===== config.mk =====
export PLATFORM = sky130hd
export DESIGN_NAME = ctr_tag_ctrl
export DESIGN_NICKNAME = d
export VERILOG_FILES = /design/src/hw/ctr_pkg.sv /design/src/hw/ctr_tag_ctrl.sv
export SDC_FILE = /design/constraint.sdc
export NUM_CORES = 1
export LEC_CHECK = 0
export ABC_AREA = 1
export ABC_CLOCK_PERIOD_IN_PS = 2300
export BUFFER_PORTS_ARGS = -buffer_cell sky130_fd_sc_hd__buf_4
export CORE_ASPECT_RATIO = 0.5
export CORE_MARGIN = 5
export CORE_UTILIZATION = 54
export DETAILED_ROUTE_END_ITERATION = 8
export PLACE_DENSITY = 0.89
export SYNTH_ARGS = -nofsm -noshare
export SYNTH_HDL_FRONTEND = slang
export SYNTH_SLANG_ARGS = --single-unit

===== constraint.sdc =====
create_clock -name clk -period 2.3 [get_ports clk]
set_clock_uncertainty 0.05 [all_clocks]
set_input_delay 0.23 -clock clk [delete_from_list [all_inputs] [get_ports clk]]
set_output_delay 0.23 -clock clk [all_outputs]
set_load 0.02 [all_outputs]

===== src/hw/ctr_pkg.sv =====
// Package for the tag-store controller: pin bundles, commands and timing constants.
package ctr_pkg;

   // ==========================================
   // Geometry
   localparam int ADDR_W = 13;
   localparam int DATA_W = 8;

   // ==========================================
   // Timing in ns, and cycles at 200 MHz
   localparam int CLK_PERIOD_NS = 5;
   localparam int WRITE_PULSE_MIN_NS = 7;
   localparam int ADDR_TO_WRITE_END_NS = 7;
   localparam int WRITE_CYCLE_MIN_NS = 8;
   localparam int DATA_SETUP_TO_WRITE_END_NS = 5;
   localparam int WRITE_TO_OUTPUT_OFF_NS = 5;
   localparam int ADDRESS_ACCESS_TIME_NS = 8;
   localparam int ADDRESS_TO_HIT_VALID_NS = 8;
   localparam int CLEAR_PULSE_MIN_NS = 30;
   localparam int POWERUP_CLEAR_MIN_NS = 100;
   localparam int WE_HIGH_TO_CLEAR_END_NS = 5;
   localparam int CLEAR_END_TO_WE_LOW_NS = 25;

   function automatic int ceilCycles(input int ns);
      ceilCycles = (ns + CLK_PERIOD_NS - 1) / CLK_PERIOD_NS;
      if (ceilCycles < 1)
      begin
         ceilCycles = 1;
      end
   endfunction : ceilCycles

   // Write low time covers both the pulse minimum and output turn-off plus data set-up.
   localparam int WP_A = ceilCycles(WRITE_PULSE_MIN_NS);
   localparam int WP_B = ceilCycles(WRITE_TO_OUTPUT_OFF_NS + DATA_SETUP_TO_WRITE_END_NS);
   localparam int WRITE_LOW_CYC = (WP_A > WP_B) ? WP_A : WP_B;
   localparam int WRITE_CYC = ceilCycles(WRITE_CYCLE_MIN_NS);
   localparam int ACCESS_CYC = ceilCycles(ADDRESS_ACCESS_TIME_NS);
   localparam int HIT_CYC = ceilCycles(ADDRESS_TO_HIT_VALID_NS);
   localparam int CLEAR_CYC_A = ceilCycles(CLEAR_PULSE_MIN_NS);
   localparam int POWERUP_CYC = ceilCycles(POWERUP_CLEAR_MIN_NS);
   localparam int CLEAR_LOW_CYC = (POWERUP_CYC > CLEAR_CYC_A) ? POWERUP_CYC : CLEAR_CYC_A;
   localparam int CLEAR_SETUP_CYC = ceilCycles(WE_HIGH_TO_CLEAR_END_NS);
   localparam int CLEAR_RECOV_CYC = ceilCycles(CLEAR_END_TO_WE_LOW_NS);
   // Clear duty cycle at most 10 percent: low time times nine of guaranteed high time.
   localparam int CLEAR_DUTY_CYC = 9 * CLEAR_LOW_CYC;

   localparam logic [5:0] CNT_ZERO = 6'h00;

   // ==========================================
   // Commands
   typedef enum logic [1:0]
   {
      CTR_CMD_READ    = 2'b00,
      CTR_CMD_WRITE   = 2'b01,
      CTR_CMD_COMPARE = 2'b10,
      CTR_CMD_CLEAR   = 2'b11
   } ctr_cmd_type;

   typedef struct packed
   {
      ctr_cmd_type             cmd;
      logic [ADDR_W-1:0]       wordAddress;
      logic [DATA_W-1:0]       tagData;
   } ctr_req_type;

   typedef struct packed
   {
      logic                    hit;
      logic [DATA_W-1:0]       readData;
   } ctr_rsp_type;

   // Control pins toward the tag store, all active low.
   typedef struct packed
   {
      logic                    chipSelect_n;
      logic                    writeEnable_n;
      logic                    outputEnable_n;
      logic                    clear_n;
   } ctr_ctl_type;

endpackage : ctr_pkg


===== src/hw/ctr_tag_ctrl.sv =====
// Controller that drives a cache-tag store with comparator through its pins.
`timescale 1ns/10ps
module ctr_tag_ctrl
(
   input  wire logic                  clk,
   input  wire logic                  arst_n,
   input  wire ctr_pkg::ctr_req_type  reqData,
   input  wire logic                  reqValid,
   output logic                       reqReady,
   output ctr_pkg::ctr_rsp_type       rspData,
   output logic                       rspValid,
   output logic [ctr_pkg::ADDR_W-1:0] wordAddress,
   output logic [ctr_pkg::DATA_W-1:0] tagDataOut,
   output logic                       tagDataOe,
   input  wire logic [ctr_pkg::DATA_W-1:0] tagDataIn,
   input  wire logic                  hitIn,
   output ctr_pkg::ctr_ctl_type       pinCtl
);

   // ==========================================
   // State
   typedef enum logic [2:0]
   {
      CTR_ST_IDLE   = 3'b000,
      CTR_ST_WRLOW  = 3'b001,
      CTR_ST_WRREC  = 3'b010,
      CTR_ST_WAIT   = 3'b011,
      CTR_ST_CLRLOW = 3'b100,
      CTR_ST_CLRREC = 3'b101,
      CTR_ST_GAP    = 3'b110
   } ctr_state_type;

   ctr_state_type                state_reg, state_next;
   logic [5:0]                   cnt_reg, cnt_next;
   logic [8:0]                   gap_reg, gap_next;
   ctr_pkg::ctr_cmd_type         cmd_reg, cmd_next;
   logic [ctr_pkg::ADDR_W-1:0]   addr_reg, addr_next;
   logic [ctr_pkg::DATA_W-1:0]   dout_reg, dout_next;
   logic                         doe_reg, doe_next;
   ctr_pkg::ctr_ctl_type         ctl_reg, ctl_next;
   ctr_pkg::ctr_rsp_type         rsp_reg, rsp_next;
   logic                         rspv_reg, rspv_next;
   logic                         rdy_reg, rdy_next;
   logic [ctr_pkg::DATA_W-1:0]   dinSync1_reg, dinSync2_reg;
   logic                         hitSync1_reg, hitSync2_reg;

   // ==========================================
   // Elaboration check of the cycle counts against the counter widths
   if (ctr_pkg::CLEAR_LOW_CYC + ctr_pkg::CLEAR_RECOV_CYC > 63 ||
       ctr_pkg::ACCESS_CYC + 2 > 63 || ctr_pkg::HIT_CYC + 2 > 63 ||
       ctr_pkg::WRITE_LOW_CYC > 63 || ctr_pkg::WRITE_CYC < ctr_pkg::WRITE_LOW_CYC ||
       ctr_pkg::CLEAR_DUTY_CYC > 511)
   begin : g_countCheck
      $error("Timing counts exceed counter widths.");
   end

   // ==========================================
   // Pin input synchronisers
   always_ff @(posedge clk or negedge arst_n)
   begin
      if (!arst_n)
      begin
         dinSync1_reg <= 8'h00;
         dinSync2_reg <= 8'h00;
         hitSync1_reg <= 1'b1;
         hitSync2_reg <= 1'b1;
      end
      else
      begin
         dinSync1_reg <= tagDataIn;
         dinSync2_reg <= dinSync1_reg;
         hitSync1_reg <= hitIn;
         hitSync2_reg <= hitSync1_reg;
      end
   end

   // ==========================================
   // Sequencer
   always_comb
   begin
      state_next = state_reg;
      cnt_next   = cnt_reg;
      gap_next   = (gap_reg != 9'h000) ? gap_reg - 9'h001 : gap_reg;
      cmd_next   = cmd_reg;
      addr_next  = addr_reg;
      dout_next  = dout_reg;
      doe_next   = doe_reg;
      ctl_next   = ctl_reg;
      rsp_next   = rsp_reg;
      rspv_next  = 1'b0;
      rdy_next   = 1'b0;
      unique case (state_reg)
         CTR_ST_IDLE:
         begin
            rdy_next = 1'b1;
            if (reqValid && rdy_reg)
            begin
               rdy_next  = 1'b0;
               cmd_next  = reqData.cmd;
               // Address moves only with write enable high and select high.
               addr_next = reqData.wordAddress;
               dout_next = reqData.tagData;
               unique case (reqData.cmd)
                  ctr_pkg::CTR_CMD_WRITE:
                  begin
                     // Data driven from pulse start; select and write fall together.
                     doe_next = 1'b1;
                     ctl_next.outputEnable_n = 1'b1;
                     ctl_next.chipSelect_n   = 1'b0;
                     ctl_next.writeEnable_n  = 1'b0;
                     cnt_next   = 6'(ctr_pkg::WRITE_LOW_CYC);
                     state_next = CTR_ST_WRLOW;
                  end
                  ctr_pkg::CTR_CMD_READ:
                  begin
                     doe_next = 1'b0;
                     ctl_next.chipSelect_n   = 1'b0;
                     ctl_next.outputEnable_n = 1'b0;
                     // Wait for address access plus input synchroniser.
                     cnt_next   = 6'(ctr_pkg::ACCESS_CYC + 2);
                     state_next = CTR_ST_WAIT;
                  end
                  ctr_pkg::CTR_CMD_COMPARE:
                  begin
                     // Compare mode: selected, write and output enable high.
                     doe_next = 1'b1;
                     ctl_next.chipSelect_n   = 1'b0;
                     ctl_next.outputEnable_n = 1'b1;
                     cnt_next   = 6'(ctr_pkg::HIT_CYC + 2);
                     state_next = CTR_ST_WAIT;
                  end
                  default:
                  begin
                     if (gap_reg == 9'h000)
                     begin
                        ctl_next.clear_n = 1'b0;
                        cnt_next   = 6'(ctr_pkg::CLEAR_LOW_CYC);
                        state_next = CTR_ST_CLRLOW;
                     end
                     else
                     begin
                        state_next = CTR_ST_GAP;
                     end
                  end
               endcase
            end
         end
         CTR_ST_GAP:
         begin
            if (gap_reg == 9'h000)
            begin
               ctl_next.clear_n = 1'b0;
               cnt_next   = 6'(ctr_pkg::CLEAR_LOW_CYC);
               state_next = CTR_ST_CLRLOW;
            end
         end
         CTR_ST_WRLOW:
         begin
            cnt_next = cnt_reg - 6'h01;
            if (cnt_reg == 6'h01)
            begin
               // Both rise together; recovery runs from that edge.
               ctl_next.writeEnable_n = 1'b1;
               ctl_next.chipSelect_n  = 1'b1;
               doe_next   = 1'b0;
               cnt_next   = 6'(ctr_pkg::WRITE_CYC - ctr_pkg::WRITE_LOW_CYC + 1);
               state_next = CTR_ST_WRREC;
            end
         end
         CTR_ST_WRREC:
         begin
            cnt_next = cnt_reg - 6'h01;
            if (cnt_reg == 6'h01)
            begin
               rspv_next  = 1'b1;
               state_next = CTR_ST_IDLE;
            end
         end
         CTR_ST_WAIT:
         begin
            cnt_next = cnt_reg - 6'h01;
            if (cnt_reg == 6'h01)
            begin
               rsp_next.readData = dinSync2_reg;
               // Released line reads high, meaning equal.
               rsp_next.hit = hitSync2_reg;
               rspv_next = 1'b1;
               ctl_next.chipSelect_n   = 1'b1;
               ctl_next.outputEnable_n = 1'b1;
               doe_next   = 1'b0;
               state_next = CTR_ST_IDLE;
            end
         end
         CTR_ST_CLRLOW:
         begin
            cnt_next = cnt_reg - 6'h01;
            if (cnt_reg == 6'h01)
            begin
               // Write enable has stayed high throughout the clear.
               ctl_next.clear_n = 1'b1;
               cnt_next   = 6'(ctr_pkg::CLEAR_RECOV_CYC);
               gap_next   = 9'(ctr_pkg::CLEAR_DUTY_CYC);
               state_next = CTR_ST_CLRREC;
            end
         end
         CTR_ST_CLRREC:
         begin
            cnt_next = cnt_reg - 6'h01;
            if (cnt_reg == 6'h01)
            begin
               rspv_next  = 1'b1;
               state_next = CTR_ST_IDLE;
            end
         end
         default:
         begin
            state_next = CTR_ST_IDLE;
         end
      endcase
   end

   always_ff @(posedge clk or negedge arst_n)
   begin
      if (!arst_n)
      begin
         // Power-up clear starts at reset; store begins all zeros.
         state_reg <= CTR_ST_CLRLOW;
         cnt_reg   <= 6'(ctr_pkg::CLEAR_LOW_CYC);
         gap_reg   <= 9'h000;
         cmd_reg   <= ctr_pkg::CTR_CMD_CLEAR;
         addr_reg  <= 13'h0000;
         dout_reg  <= 8'h00;
         doe_reg   <= 1'b0;
         ctl_reg   <= 4'b1110;
         rsp_reg   <= 9'h000;
         rspv_reg  <= 1'b0;
         rdy_reg   <= 1'b0;
      end
      else
      begin
         state_reg <= state_next;
         cnt_reg   <= cnt_next;
         gap_reg   <= gap_next;
         cmd_reg   <= cmd_next;
         addr_reg  <= addr_next;
         dout_reg  <= dout_next;
         doe_reg   <= doe_next;
         ctl_reg   <= ctl_next;
         rsp_reg   <= rsp_next;
         rspv_reg  <= rspv_next;
         rdy_reg   <= rdy_next;
      end
   end

   assign reqReady    = rdy_reg;
   assign rspData     = rsp_reg;
   assign rspValid    = rspv_reg;
   assign wordAddress = addr_reg;
   assign tagDataOut  = dout_reg;
   assign tagDataOe   = doe_reg;
   assign pinCtl      = ctl_reg;

endmodule : ctr_tag_ctrl


==> PnR_summary.wiki <==
{| class="wikitable"
! Metric !! Value
|-
| Cell variety after synth || 31
|-
| Die H || 65.1 um
|-
| Number of warnings reported in the yosys synthesis log || 0
|-
| Pin count of the biggest net entering global routing || 74
|-
| First-pass GRT wire length || 12.7 mm
|-
| Antenna violations before repair || 0
|-
| Die boundary width || 120 um
|-
| Max-capacitance violation count || 0
|-
| Final slew viol count || 0
|-
| Classification of the worst setup path || reg2reg
|-
| Destination of the worst register-to-register timing path || state_reg[0]
|-
| Number of instances in the synthesized netlist || 323
|-
| Ys async rst share || 1.00
|-
| Leakage component of the power || 2.30 nW
|-
| Number of buffers inserted during clock tree synthesis || 9
|-
| Reg2reg path depth || 9
|-
| DR iter-0 viols || 191
|-
| Critical path arrival || 2190 ps
|-
| Number of enable flip-flop cells after synthesis || 0
|-
| Clock tree from TritonCTS || yes
|-
| Floorplan die area || 7830 um2
|-
| Syn nets || 365
|-
| Clock slew at reported path FFs || 60 ps
|-
| Total Routing Usage GR || 0.214
|-
| Seq/Total Area, Yosys || 0.560
|-
| Tcrit/Tclk final || 0.881
|-
| Worst slew pin tran || 871 ps
|-
| Via count of the routed design || 2,529
|-
| Root Buffer || sky130_fd_sc_hd__clkbuf_16
|-
| Min-Delay Startpoint || reqData[12]
|-
| CP Max Fanout || 12
|-
| Setup violations, final || 0
|-
| Power per cell area || 1440 nW/um2
|-
| GRT Residual Overflow || 0
|-
| Highest ir drop seen on vdd || 0.786 mV
|-
| Flip-flop count of the largest register after layout || 13
|-
| Combined area of all synthesized cells || 3280 um2
|-
| Routed len/inst || 15.4 um
|-
| Launch instance of the worst register-to-register path || gap_reg[0]
|-
| Diodes inserted || 0
|-
| Maximum buffer depth of the clock tree || 2
|-
| DR pass1 iterations || 5
|-
| Initial Util || 0.549
|-
| Share of layout cells above drive strength 1 || 0.344
|-
| Routed WL || 7.63 mm
|-
| Detail Placement HPWL || 5.00 mm
|-
| Worst path required time || 2470 ps
|-
| Remaining design rule violation count || 0
|-
| Crit end category || register
|-
| Area of the core || 5980 um2
|-
| CTS H-tree depth || 3
|-
| Routability congestion estimate from global placement || 0.866
|-
| Post-CTS Setup Bufs || 0
|-
| Total of buffers placed on input and output ports || 71
|-
| Relative slew slack || 0.419
|-
| Row count || 20
|-
| Fmax || 494 MHz
|-
| Final total power || 6.17 mW
|-
| Total Neg Setup Slack || 0 ps
|-
| End point of the most critical hold path || wordAddress[4]
|-
| Hold Path Cell Cnt || 2
|-
| Hold Violations, Final || 0
|-
| Relative area change from synthesis to final layout || 30.6%
|-
| Sinks on the clock net || 73
|-
| Number of synthesized register bits || 73
|-
| Min Tclk post-route || 2030 ps
|-
| Predominant post-synthesis flop cell || sky130_fd_sc_hd__dfrtp_1
|-
| Net count, final || 455
|-
| Later-pin clock latency in the skew report || 340 ps
|-
| Io pins || 72
|-
| Number of global-route vias before repair || 2,573
|-
| Worst setup slack for register-to-register paths || 270 ps
|-
| Unrepaired setup endpoints after global routing || no
|-
| # fillers || 392
|-
| Status || finished, final reports clean
|-
| Path type of the worst min-delay path || in2reg
|-
| Synthesized area divided by synthesized cell count || 10.2 um2
|-
| Antenna Nets Post-Route || 0
|-
| Critical Path Start Type || register
|-
| Via-per-instance ratio || 5.11
|}
-- how the worst max path moves through the flow --
stage,startpoint,to,depth (start not counted)
after floorplan,gap_reg[0],cnt_reg[5],10
after global placement,gap_reg[0],state_reg[0],9
after detailed placement,gap_reg[0],state_reg[0],9
after CTS,gap_reg[0],state_reg[0],9
after global routing,gap_reg[0],state_reg[0],9
final,gap_reg[0],state_reg[0],9
-- cell type report --
class,count,area (um2),area share
sequential,73,1840,0.429
multi-input combinational,206,1260,0.293
timing repair buffer,83,661,0.154
clock buffer,10,229,0.0534
tap,77,96.3,0.0225
clock inverter,6,52.6,0.0123
inverter,40,154,0.0359
-- critical path, cell delays in order (launching register included) --
cell	delay (ps)
sky130_fd_sc_hd__dfrtp_1	370
sky130_fd_sc_hd__inv_1	130
sky130_fd_sc_hd__ha_1	200
sky130_fd_sc_hd__nand2_1	60
sky130_fd_sc_hd__nor2_1	250
sky130_fd_sc_hd__nand3_2	270
sky130_fd_sc_hd__nand2_1	220
sky130_fd_sc_hd__o211ai_2	190
sky130_fd_sc_hd__nand2_1	90
sky130_fd_sc_hd__o21ai_1	70
-- per-stage QoR --
stage | instances | hold WS, ps | utilization | cell area (um2) | setup WS [ps]
finish | 495 | 64.6 | 0.717 | 4290 | 274
global route | 495 | 57.8 | 0.717 | 4290 | 91.0
CTS | 495 | 58.8 | 0.716 | 4280 | 187
global placement | 469 | 281 | 0.652 | 3900 | 366
detailed placement | 469 | 287 | 0.652 | 3900 | 199
floorplan | 323 | -116 | - | 3280 | 647
-- cell usage after synthesis, types with 2 or more instances --
cell type,count,share of area
sky130_fd_sc_hd__inv_1,30,0.034
sky130_fd_sc_hd__dfrtp_1,65,0.50
sky130_fd_sc_hd__o21ai_0,13,0.020
sky130_fd_sc_hd__a21oi_1,11,0.017
sky130_fd_sc_hd__nand2_2,2,0.0038
sky130_fd_sc_hd__buf_6,3,0.010
sky130_fd_sc_hd__nor2_1,17,0.019
sky130_fd_sc_hd__o21ai_1,8,0.012
sky130_fd_sc_hd__nand3_2,2,0.0061
sky130_fd_sc_hd__a21oi_2,2,0.0053
sky130_fd_sc_hd__nand3_1,17,0.026
sky130_fd_sc_hd__dfstp_2,8,0.064
sky130_fd_sc_hd__nand2_1,87,0.10
sky130_fd_sc_hd__nand2_4,2,0.0069
sky130_fd_sc_hd__xor2_1,3,0.0080
sky130_fd_sc_hd__mux2_4,20,0.092
sky130_fd_sc_hd__inv_2,8,0.0092
sky130_fd_sc_hd__a211oi_1,2,0.0046
sky130_fd_sc_hd__ha_1,7,0.027
sky130_fd_sc_hd__nor2_2,5,0.0095
-- placed cells by master (no fill, tap or decap), types with 9 or more instances in the layout --
master,instances
sky130_fd_sc_hd__nand3_1,16
sky130_fd_sc_hd__a21oi_1,11
sky130_fd_sc_hd__buf_4,72
sky130_fd_sc_hd__clkbuf_16,9
sky130_fd_sc_hd__nor2_1,17
sky130_fd_sc_hd__mux2_4,20
sky130_fd_sc_hd__inv_1,30
sky130_fd_sc_hd__dlygate4sd3_1,10
sky130_fd_sc_hd__o21ai_0,13
sky130_fd_sc_hd__nand2_1,87
sky130_fd_sc_hd__dfrtp_1,65
-- cell families (layout without fill, tap and decap cells) --
logic type	Yosys count	in the layout	synth area share
adders and majority gates	7	7	0.0267
muxes	21	21	0.0950
buffers and inverters	44	139	0.0587
xor gates and xnor gates	4	4	0.0107
and+or+nand+nor	137	137	0.186
AOI/OAI and AO/OA	37	37	0.0625
DFF	73	73	0.560
-- timing repair --
| item | CTS | global route |
|---|---|---|
| endpoints found under the setup margin | 0 | 1 |
| hold endpoints to repair | 71 | 0 |
| resized for setup | 0 | 1 |
| hold buffers | 10 | 0 |
-- routing by layer --
| metal | track usage | wire length [um] | share of wire | vias up |
|---|---|---|---|---|
| met2 | 0.370 | 3980 | 0.52 | 73 |
| li1 | - | - | - | 1213 |
| met1 | 0.244 | 3050 | 0.40 | 1223 |
| met3 | 0.0722 | 387 | 0.051 | 20 |
| met5 | 0 | 0 | 0 | - |
| met4 | 0.0975 | 202 | 0.026 | 0 |
-- report_power, final --
group | internal [mW] | switching, mW
Clock | 0.744 | 0.572
Combinational | 1.17 | 1.59
Sequential | 1.77 | 0.325
Power figures use the tool's default switching activity.
